File: src/hdl/cgls_pkg.sv
// Shared types and constants for the gate, latch and synchronization control of the count unit.
package cgls_pkg;

   localparam int CGLS_CW = 32;

   // Counter range and reset values.
   localparam logic signed [CGLS_CW-1:0] CGLS_CNT_MAX = 32'sh7FFFFFFF;
   localparam logic signed [CGLS_CW-1:0] CGLS_CNT_MIN = 32'sh80000000;
   localparam logic signed [CGLS_CW-1:0] CGLS_CNT_RST = 32'sh00000000;
   localparam logic signed [CGLS_CW-1:0] CGLS_LATCH_RST = 32'sh00000000;
   localparam logic signed [CGLS_CW-1:0] CGLS_LOAD_RST = 32'sh00000000;
   localparam logic signed [CGLS_CW-1:0] CGLS_STEP = 32'sh00000001;

   // Role of the auxiliary input line.
   typedef enum logic [4:0] {
      CGLS_DI_INPUT = 5'h01,
      CGLS_DI_HWGATE = 5'h02,
      CGLS_DI_LATCH = 5'h04,
      CGLS_DI_RETRIG = 5'h08,
      CGLS_DI_SYNC = 5'h10
   } cgls_di_role_t;

   // What closing and reopening the internal gate does to the count.
   typedef enum logic [1:0] {
      CGLS_GATE_CANCEL = 2'h1,
      CGLS_GATE_INTERRUPT = 2'h2
   } cgls_gate_func_t;

   typedef enum logic [2:0] {
      CGLS_MODE_ENDLESS = 3'h1,
      CGLS_MODE_ONCE = 3'h2,
      CGLS_MODE_PERIODIC = 3'h4
   } cgls_count_mode_t;

   // Sign position of the counter; limit detection compares against the range constants instead.
   localparam int CGLS_SIGN = CGLS_CW - 1;

   // Control bits and value from the controller.
   typedef struct packed {
      logic software_gate_request;
      logic sync_enable_bit;
      logic status_reset_request;
      logic load_prepare_stb;
      logic load_count_stb;
      logic signed [CGLS_CW-1:0] value;
   } cgls_ctrl_t;

   // Feedback towards the controller.
   typedef struct packed {
      logic signed [CGLS_CW-1:0] value;
      logic signed [CGLS_CW-1:0] live_count;
      logic internal_gate_status;
      logic input_level_status;
      logic sync_done_status;
   } cgls_fb_t;

endpackage

File: src/hdl/cgls_top.sv
// Gate, latch and synchronization control of a 32-bit signed count unit.
//
// Notes on behaviour
// - A parameter gives the input line one of five roles, latch in two flavours.
// - For plain input or hardware gate, a parameter inverts the sensed level.
// - The input level is reported in a status bit in every role.
// - Software gate opens on request rising edge, closes when request is cleared.
// - Hardware gate opens on input rising edge and closes on falling edge.
// - Internal gate is software AND hardware gate; counting only while open.
// - In count-once mode a limit overflow or underflow closes the gate.
// - Cancel mode restarts from load value on reopen except in latch-retrigger; interrupt mode resumes unless a reload parameter is set.
// - Software-only gate opening continues or reloads, chosen by parameter.
// - Isochronous gate opening request acts at next output instant; feedback sampled at input instant.
// - Software gate opening while hardware gate open continues without reload.
// - Hardware gate opening continues or reloads, chosen by parameter.
// - Isochronous: if hardware gate opens late, counting waits for it.
// - Latch-retrigger: rising edge captures count then reloads load value.
// - Latch value resets to zero, shown in feedback, untouched by gate or loads.
// - Latch-retrigger: closing software gate only interrupts; input keeps capturing.
// - Isochronous latch feedback holds the last capture before the input instant.
// - Plain latch: start from load value at gate open; edges capture without reload.
// - Plain latch: gate close cancels or interrupts; input keeps capturing.
// - Wide feedback carries the live count beside the latched value.
// - Sync role: gated rising edge loads counter, once only or every edge.
// - Each sync sets done status and lamp; status reset request clears both.
// - The counter is signed 32 bits over the full range.
`timescale 1ns/1ps
module cgls_top #(
   parameter cgls_pkg::cgls_di_role_t DI_ROLE = cgls_pkg::CGLS_DI_INPUT,
   parameter bit DI_INVERT = 1'b0,
   parameter cgls_pkg::cgls_gate_func_t GATE_FUNC = cgls_pkg::CGLS_GATE_CANCEL,
   parameter cgls_pkg::cgls_count_mode_t COUNT_MODE = cgls_pkg::CGLS_MODE_ENDLESS,
   parameter bit SW_OPEN_RELOAD = 1'b1,
   parameter bit HW_OPEN_RELOAD = 1'b1,
   parameter bit SYNC_PERIODIC = 1'b0,
   parameter bit WIDE_FEEDBACK = 1'b1
) (
   input wire logic clk_in,
   input wire logic nrst_in,
   input wire logic aux_input_line_in,
   input wire logic count_pulse_in,
   input wire logic count_up_in,
   input wire logic iso_enable_in,
   input wire logic ti_strobe_in,
   input wire logic to_strobe_in,
   input wire cgls_pkg::cgls_ctrl_t ctrl_in,
   output cgls_pkg::cgls_fb_t feedback_out,
   output logic alignment_lamp_out
);
   import cgls_pkg::*;

   // Role decode.
   // Two latch flavours share the capture path and differ in what an edge and a gate opening reload.
   localparam bit ROLE_HWGATE = (DI_ROLE == CGLS_DI_HWGATE);
   localparam bit ROLE_LATCH = (DI_ROLE == CGLS_DI_LATCH);
   localparam bit ROLE_RETRIG = (DI_ROLE == CGLS_DI_RETRIG);
   localparam bit ROLE_SYNC = (DI_ROLE == CGLS_DI_SYNC);
   localparam bit ROLE_LATCHING = ROLE_LATCH | ROLE_RETRIG;
   // Inversion only applies where the level itself carries meaning.
   localparam bit USE_INVERT = DI_INVERT & ((DI_ROLE == CGLS_DI_INPUT) | ROLE_HWGATE);
   localparam bit CANCELING = (GATE_FUNC == CGLS_GATE_CANCEL);
   localparam bit MODE_ONCE = (COUNT_MODE == CGLS_MODE_ONCE);
   localparam bit MODE_PERIODIC = (COUNT_MODE == CGLS_MODE_PERIODIC);

   // Conditioned view of the input line: its level and single-cycle edge events.
   logic di_level;
   logic di_rise;
   logic di_fall;

   // Gate state, arming flags, the counter and its load and latch values.
   logic swreq_prev_q;
   logic sw_pending_q;
   logic software_gate_request_q;
   logic hw_gate_q;
   logic retrig_armed_q;
   logic sync_once_q;
   logic sync_done_q;
   logic signed [CGLS_CW-1:0] count_q;
   logic signed [CGLS_CW-1:0] count_d;
   logic signed [CGLS_CW-1:0] load_q;
   logic signed [CGLS_CW-1:0] latch_q;

   // Events of this cycle, derived from registered state and the present inputs.
   logic swreq_rise;
   logic swreq_fall;
   logic sw_open_now;
   logic hw_ok;
   logic int_gate;
   logic hw_open_ev;
   logic open_reload;
   logic sw_open_ev;
   logic retrig_ev;
   logic latch_ev;
   logic sync_ev;
   logic step_en;
   logic signed [CGLS_CW-1:0] stepped;
   logic limit_hit;
   logic once_close;
   cgls_fb_t fb_d;
   cgls_fb_t fb_q;

   // The input line is taken as synchronous, yet it still passes two flops here.
   // A line from another clock domain would otherwise upset the edge events.
   cgls_edge u_edge (
      .clk_in(clk_in),
      .nrst_in(nrst_in),
      .pin_in(aux_input_line_in),
      .invert_in(USE_INVERT),
      .level_out(di_level),
      .rise_out(di_rise),
      .fall_out(di_fall)
   );

   // Software gate request edges.
   always_comb begin
      swreq_rise = ctrl_in.software_gate_request & ~swreq_prev_q;
      swreq_fall = ~ctrl_in.software_gate_request & swreq_prev_q;
   end

   // Previous request level, so that only a fresh rising request opens the gate.
   always_ff @(posedge clk_in or negedge nrst_in) begin
      if (!nrst_in) begin
         swreq_prev_q <= 1'b0;
      end else begin
         swreq_prev_q <= ctrl_in.software_gate_request;
      end
   end

   // In isochronous operation an opening request waits for the next output instant.
   // Leaving isochronous operation drops a waiting request, so that a later output
   // instant cannot open the gate on a stale request.
   always_ff @(posedge clk_in or negedge nrst_in) begin
      if (!nrst_in) begin
         sw_pending_q <= 1'b0;
      end else if (swreq_fall || sw_open_now || !iso_enable_in) begin
         sw_pending_q <= 1'b0;
      end else if (swreq_rise && iso_enable_in) begin
         sw_pending_q <= 1'b1;
      end
   end

   // Outside isochronous operation the request edge opens the gate at the next clock.
   always_comb begin
      if (iso_enable_in) begin
         sw_open_now = (sw_pending_q | swreq_rise) & to_strobe_in & ~swreq_fall;
      end else begin
         sw_open_now = swreq_rise;
      end
   end

   // A held request never reopens the gate; only a fresh rising edge does.
   always_ff @(posedge clk_in or negedge nrst_in) begin
      if (!nrst_in) begin
         software_gate_request_q <= 1'b0;
      end else if (swreq_fall || once_close) begin
         software_gate_request_q <= 1'b0;
      end else if (sw_open_now) begin
         software_gate_request_q <= 1'b1;
      end
   end

   // The hardware gate tracks the line on its own, whatever the software gate does.
   // Keeping the two apart lets the internal gate stay a plain AND of both.
   always_ff @(posedge clk_in or negedge nrst_in) begin
      if (!nrst_in) begin
         hw_gate_q <= 1'b0;
      end else if (ROLE_HWGATE && di_rise) begin
         hw_gate_q <= 1'b1;
      end else if (ROLE_HWGATE && di_fall) begin
         hw_gate_q <= 1'b0;
      end
   end

   // A late hardware opening simply holds the AND low until it arrives.
   always_comb begin
      hw_ok = ROLE_HWGATE ? hw_gate_q : 1'b1;
      int_gate = software_gate_request_q & hw_ok;
   end

   // Gate opening events and the reload they may cause.
   // A reload needs a genuine opening; a request arriving while open changes nothing.
   always_comb begin
      sw_open_ev = sw_open_now & ~software_gate_request_q;
      hw_open_ev = ROLE_HWGATE & di_rise & ~hw_gate_q & software_gate_request_q;
      open_reload = 1'b0;
      if (ROLE_HWGATE) begin
         if (hw_open_ev) begin
            open_reload = HW_OPEN_RELOAD | CANCELING;
         end
         // Opening the software gate behind an open hardware gate keeps the count.
         if (sw_open_ev && hw_gate_q) begin
            open_reload = 1'b0;
         end
      end else if (ROLE_LATCH) begin
         open_reload = sw_open_ev & (CANCELING | ~retrig_armed_q);
      end else if (ROLE_RETRIG) begin
         open_reload = 1'b0;
      end else begin
         open_reload = sw_open_ev & (SW_OPEN_RELOAD | CANCELING);
      end
   end

   // Capturing roles stay active with the gate closed once counting has been enabled.
   // The arming flag is only cleared by reset, so the input stays live while closed.
   always_ff @(posedge clk_in or negedge nrst_in) begin
      if (!nrst_in) begin
         retrig_armed_q <= 1'b0;
      end else if (sw_open_ev) begin
         retrig_armed_q <= 1'b1;
      end
   end

   // Sync loads need the open software gate and the enable bit; once-only waits for re-arm.
   always_comb begin
      retrig_ev = ROLE_RETRIG & di_rise & (retrig_armed_q | software_gate_request_q);
      latch_ev = ROLE_LATCH & di_rise;
      sync_ev = ROLE_SYNC & di_rise & software_gate_request_q & ctrl_in.sync_enable_bit
         & (SYNC_PERIODIC | ~sync_once_q);
   end

   // Counting step with full signed range and limit detection.
   // A step across a limit wraps in 32 bits, so the limit test looks at the present
   // count, one step before the wrap would happen.
   always_comb begin
      step_en = int_gate & count_pulse_in;
      if (count_up_in) begin
         stepped = count_q + CGLS_STEP;
         limit_hit = (count_q == CGLS_CNT_MAX);
      end else begin
         stepped = count_q - CGLS_STEP;
         limit_hit = (count_q == CGLS_CNT_MIN);
      end
      once_close = MODE_ONCE & step_en & limit_hit;
   end

   // Counter next value; a direct load beats edge reloads, which beat counting.
   always_comb begin
      count_d = count_q;
      if (ctrl_in.load_count_stb) begin
         count_d = ctrl_in.value;
      end else if (retrig_ev || sync_ev) begin
         count_d = load_q;
      end else if (open_reload) begin
         count_d = load_q;
      end else if (step_en) begin
         if (!limit_hit) begin
            count_d = stepped;
         end else if (MODE_ONCE) begin
            // The count stays at the limit; the gate closes and needs a fresh request.
            count_d = count_q;
         end else if (MODE_PERIODIC) begin
            count_d = load_q;
         end else begin
            count_d = stepped;
         end
      end
   end

   // Every change of the count goes through count_d, so there is one place to read.
   always_ff @(posedge clk_in or negedge nrst_in) begin
      if (!nrst_in) begin
         count_q <= CGLS_CNT_RST;
      end else begin
         count_q <= count_d;
      end
   end

   // The load value only ever comes from the controller, never from the counter.
   always_ff @(posedge clk_in or negedge nrst_in) begin
      if (!nrst_in) begin
         load_q <= CGLS_LOAD_RST;
      end else if (ctrl_in.load_prepare_stb) begin
         load_q <= ctrl_in.value;
      end
   end

   // Latch value changes only on a capture edge, never on loads or gate changes.
   always_ff @(posedge clk_in or negedge nrst_in) begin
      if (!nrst_in) begin
         latch_q <= CGLS_LATCH_RST;
      end else if (retrig_ev || latch_ev) begin
         latch_q <= count_q;
      end
   end

   // Once-only sync re-arms when the enable bit is withdrawn.
   always_ff @(posedge clk_in or negedge nrst_in) begin
      if (!nrst_in) begin
         sync_once_q <= 1'b0;
      end else if (sync_ev) begin
         sync_once_q <= 1'b1;
      end else if (!ctrl_in.sync_enable_bit) begin
         sync_once_q <= 1'b0;
      end
   end

   // A sync arriving with the reset request still sets the status.
   // Losing a sync to a coinciding clear would hide an alignment from the controller.
   always_ff @(posedge clk_in or negedge nrst_in) begin
      if (!nrst_in) begin
         sync_done_q <= 1'b0;
      end else if (sync_ev) begin
         sync_done_q <= 1'b1;
      end else if (ctrl_in.status_reset_request) begin
         sync_done_q <= 1'b0;
      end
   end

   // The lamp follows the done flag one cycle later, keeping the output registered.
   always_ff @(posedge clk_in or negedge nrst_in) begin
      if (!nrst_in) begin
         alignment_lamp_out <= 1'b0;
      end else begin
         alignment_lamp_out <= sync_done_q;
      end
   end

   // Feedback assembly.
   // In latching roles the value field shows the capture and the live count rides beside it.
   // Without wide feedback the live field reads zero rather than a stale count.
   always_comb begin
      fb_d = '0;
      fb_d.value = ROLE_LATCHING ? latch_q : count_q;
      fb_d.live_count = WIDE_FEEDBACK ? count_q : CGLS_CNT_RST;
      fb_d.internal_gate_status = int_gate;
      fb_d.input_level_status = di_level;
      fb_d.sync_done_status = sync_done_q;
   end

   // Snapshot register, so that isochronous feedback only moves at the input instant.
   cgls_snap u_snap (
      .clk_in(clk_in),
      .nrst_in(nrst_in),
      .iso_enable_in(iso_enable_in),
      .ti_strobe_in(ti_strobe_in),
      .fb_in(fb_d),
      .fb_out(fb_q)
   );

   // The output is a plain copy of the snapshot register.
   always_comb begin
      feedback_out = fb_q;
   end

endmodule

File: src/hdl/cgls_edge.sv
// Input synchroniser with optional inversion and registered edge detection.
`timescale 1ns/1ps
module cgls_edge (
   input wire logic clk_in,
   input wire logic nrst_in,
   input wire logic pin_in,
   input wire logic invert_in,
   output logic level_out,
   output logic rise_out,
   output logic fall_out
);
   import cgls_pkg::*;

   logic meta_q;
   logic sync_q;
   logic prev_q;

   always_ff @(posedge clk_in or negedge nrst_in) begin
      if (!nrst_in) begin
         meta_q <= 1'b0;
         sync_q <= 1'b0;
         prev_q <= 1'b0;
      end else begin
         meta_q <= pin_in;
         sync_q <= meta_q;
         prev_q <= sync_q;
      end
   end

   // Inverting after the flops keeps the reset state equal to a raw line idling low.
   // An inverted line therefore reports no false rising edge just after reset.
   // Edges compare two registered stages, so each edge is one cycle wide.
   always_comb begin
      level_out = sync_q ^ invert_in;
      rise_out = (sync_q ^ invert_in) & ~(prev_q ^ invert_in);
      fall_out = ~(sync_q ^ invert_in) & (prev_q ^ invert_in);
   end

endmodule

File: src/hdl/cgls_snap.sv
// Feedback snapshot register, sampled at the input instant in isochronous operation.
`timescale 1ns/1ps
module cgls_snap (
   input wire logic clk_in,
   input wire logic nrst_in,
   input wire logic iso_enable_in,
   input wire logic ti_strobe_in,
   input wire cgls_pkg::cgls_fb_t fb_in,
   output cgls_pkg::cgls_fb_t fb_out
);
   import cgls_pkg::*;

   // Free running operation refreshes every cycle; isochronous only at the input instant.
   always_ff @(posedge clk_in or negedge nrst_in) begin
      if (!nrst_in) begin
         fb_out <= '0;
      end else if (!iso_enable_in || ti_strobe_in) begin
         fb_out <= fb_in;
      end
   end

endmodule

File: config.mk
export PLATFORM = sky130hd
export DESIGN_NAME = cgls_top
export DESIGN_NICKNAME = d
export VERILOG_FILES = /design/src/hdl/cgls_pkg.sv /design/src/hdl/cgls_top.sv /design/src/hdl/cgls_edge.sv /design/src/hdl/cgls_snap.sv
export SDC_FILE = /design/constraint.sdc
export NUM_CORES = 1
export LEC_CHECK = 0
export BUFFER_PORTS_ARGS = -buffer_cell sky130_fd_sc_hd__buf_4
export CORE_MARGIN = 3
export CORE_UTILIZATION = 34
export DETAILED_ROUTE_END_ITERATION = 10
export REMOVE_ABC_BUFFERS = 1
export SYNTH_ARGS = -nofsm -noshare
export SYNTH_HDL_FRONTEND = slang
export SYNTH_SLANG_ARGS = --single-unit
File: constraint.sdc
create_clock -name clk_in -period 3.7 [get_ports clk_in]
set_input_delay 0.555 -clock clk_in [delete_from_list [all_inputs] [get_ports clk_in]]
set_output_delay 0.555 -clock clk_in [all_outputs]
set_load 0.1 [all_outputs]
==> results.md <==
- Remaining antenna violation count after routing: 0
- Setup Viol. Count Final: 0
- Switching Share: 51.00%
- WP buf/inv: 3
- Power Density: 710.4 mW/mm2
- RSZ-0062 raised after global routing: false
- Synth Flop Type: dfrtp_1
- Commonest non-fill, non-tap cell in the layout: buf_4
- Num CTS Buffers: 9
- Delay-heaviest family, CP: compound AO/OA/AOI/OAI gates
- Worst EP required: 3990 ps
- CORE AREA: 0.01889 mm2
- Worst setup margin: 881.2 ps
- # rows: 50
- Leading area contributor after synthesis: dfrtp_1
- PostCTS Resize Cnt: 0
- Max-cap violation count: 0
- Synth Register Bits: 103
- Count of cell types in the netlist: 72
- Comb power frac: 55.5%
- Hold buffers post-CTS: 0
- DR iter-0 viols: 289
- Chip height: 145.2 um
- Port buffer count: 108
- Leak Pwr: 3.392 nW
- Crit Path Max Fanout: 13
- Number of remaining DRC errors: 0
- Total net switching power: 2.817 mW
- Fraction of layout instances using a drive strength above 1: 29.86%
- Worst path cell trace: buf_4, inv_1, buf_4, ha_1, and4_2, nand2_1, a211o_1, a31o_2, o31ai_1, a31o_2
- Die width: 145.2 um
- Clk buf depth: 2
- Max_slew headroom: 37.38%
- Ys Warns: 0
- Fin nets: 839
- Placed inst area: 0.007487 mm2
- Vias in the first global route: 5044
- Initial Util: 34.87%
- DIE AREA: 0.02109 mm2
- Avg Cell Area, Syn: 9.508 um2
- Setup Fix Bufs, Post-CTS: 0
- Slowest CP cell: ha_1
- Final Skew: 9.511 ps
- EDFF count, synth: 0
- Final cycle utilization of the critical path: 76.18%
- HPWL Detailed: 13.17 mm
- Fill cells: 1923
- Clock sinks: 103
- H-tree levels: 3
- Avg WL per Cell: 17.25 um
- RePlAce Congestion: 0.8725
- Area grow syn2layout: 18.00%
- First-pass GRT wire length: 28.23 mm
- Status: finished, final reports clean
- Sequential area share after synthesis: 39.12%
- Post-layout min period: 2819 ps
- Crit Path Category: input pin to flip-flop
- Final Cell Area: 0.007775 mm2
- Max frequency: 354.8 MHz
- Vias per cell: 5.247
- CTS tree: built
- Async S/R FF share, synth: 100.0%
- Antenna violations before repair: 0
- Largest cells by area after synthesis: dfrtp_1 39%, mux2_2 11%, ha_1 5.7%
- ANT cells: 0
- Clk pin slew, worst setup/hold paths: 70 ps
- CP endpoint kind: flip-flop
- Post-Synthesis Cells: 693
- Most frequent cells in the layout: 131 x buf_4, 103 x dfrtp_1, 66 x mux2_2, 65 x nand2_1, 59 x a21oi_1
- CTS Root Cell: clkbuf_16
- Crit path largest cell delay: 490 ps
- Clk_lat worst skew: 350 ps
- Worst path arrival time: 3110 ps
- Slew @ Worst Pin: 939.3 ps
- DRT Pass-1 Iters: 5
- Clock group share of total power: 17.2%
- Pre-CTS setup slack: 587.5 ps
- TNS Setup: 0 ps
- Area fraction of the dominant cell type after synthesis: 39.12%
- Largest net degree at the start of global routing: 104
- Final Max Slew Viols: 0
- Hold Crit Class: input pin to async pin
- Peak supply drop: 0.3182 mV
- Power Internal: 2.707 mW
- IO Count: 113
- GR Util All Layers: 16.51%
- Routed vias: 5389
- Hold Vio Cnt, Final: 0
- Grt ovf: 0
- Final wirelength: 17.72 mm
- Post-Syn Area: 0.006589 mm2
- Seq pwr share: 27.3%
- Critical Path Start Type: input pin
-- state kept, by name, indices dropped and copies added, names as in the netlist --
name and flops:
int_gate 1, load_q 32, sw_pending_q 1, swreq_prev_q 1
u_edge.sync_q 1, count_q 32, u_snap.fb_out 34, u_edge.meta_q 1
-- worst register-to-register path, delay by kind of cell (launching register included) --
| kind | cells | cell delay, ps |
|---|---|---|
| AOI/OAI and AO/OA | 4 | 1310 |
| adders and majority gates | 1 | 490 |
| DFF | 1 | 420 |
| and+or+nand+nor | 2 | 390 |
-- final cells by class --
cell class              count  area, um2  share of cell area, %
inverters                  12      45.04                 0.5793
clock buffers              10      229.0                  2.945
flip-flops and latches    103       2577                  33.15
multi-input cells         505       3536                  45.48
repair buffers            132       1003                  12.91
clock inverters             5      58.81                 0.7564
well taps                 260      325.3                  4.184
-- synth_stat cells, types with 5 or more instances --
cell	n
dfrtp_1	103
mux2_2	66
nand2_1	65
a21oi_1	59
nor2_1	46
o21ai_0	41
buf_4	35
ha_1	30
clkbuf_1	23
nand3_1	21
nor3_1	16
xnor2_1	14
a21o_1	11
inv_1	11
nand4_1	11
buf_2	8
xor2_1	8
a211oi_1	7
a31oi_1	7
and3_1	6
buf_1	6
o31ai_1	6
a22oi_1	5
nor2b_1	5
o211ai_1	5
o21a_1	5
-- power by group through the flow --
stage	registers (mW)	clock network, mW	logic [mW]
after detailed placement	1.53	0	3.06
after global routing	1.55	1.03	3.24
after CTS	1.51	0.980	3.07
after floorplan	2.79	0	1.03
after global placement	1.52	0	3.06
final	1.51	0.951	3.07
-- per-stage QoR --
step	power (mW)	hold WS [ps]	util, %	instances
global placement	4.584	332.2	39.63	1012
floorplan	3.816	259.4	-	620
detailed placement	4.594	340.2	39.63	1012
finish	5.524	190.8	41.15	1027
CTS	5.562	290.0	41.15	1027
global route	5.818	244.7	41.15	1027
-- per-layer routing --
metal / vias to the layer above / GRT usage [%] / routed length [um]
met5: - / 0 / 0
met3: 9 / 3.279 / 734
li1: 2626 / - / -
met4: 0 / 3.894 / 191
met2: 126 / 24.21 / 7706
met1: 2628 / 24.98 / 9086
-- cells by family (layout without fill, tap and decap cells) --
family / Yosys count / after routing / synth area share (%)
and+or+nand+nor: 190 / 190 / 13.35
buffers and inverters: 86 / 159 / 7.311
adders and majority gates: 32 / 32 / 6.153
DFF: 103 / 103 / 39.12
xor gates and xnor gates: 22 / 22 / 2.924
other: 1 / 2 / 0.05691
muxes: 68 / 68 / 11.58
AOI/OAI and AO/OA: 191 / 191 / 19.50
-- final timing paths --
| path | from | endpoint | slack, ps | cells after the start |
|---|---|---|---|---|
| setup / recovery | count_up_in | count_q[25] | 880 | 10 |
| min in group clk_in | aux_input_line_in | u_edge.meta_q | 300 | 1 |
| setup reg to reg | count_q[8] | count_q[25] | 1040 | 7 |
| hold / removal | nrst_in | u_snap.fb_out[25] | 190 | 2 |
| max in group asynchronous | nrst_in | load_q[28] | 2940 | 2 |
| hold reg to reg | u_edge.meta_q | u_edge.sync_q | 360 | 0 |
(Power assumes the default switching activity.)
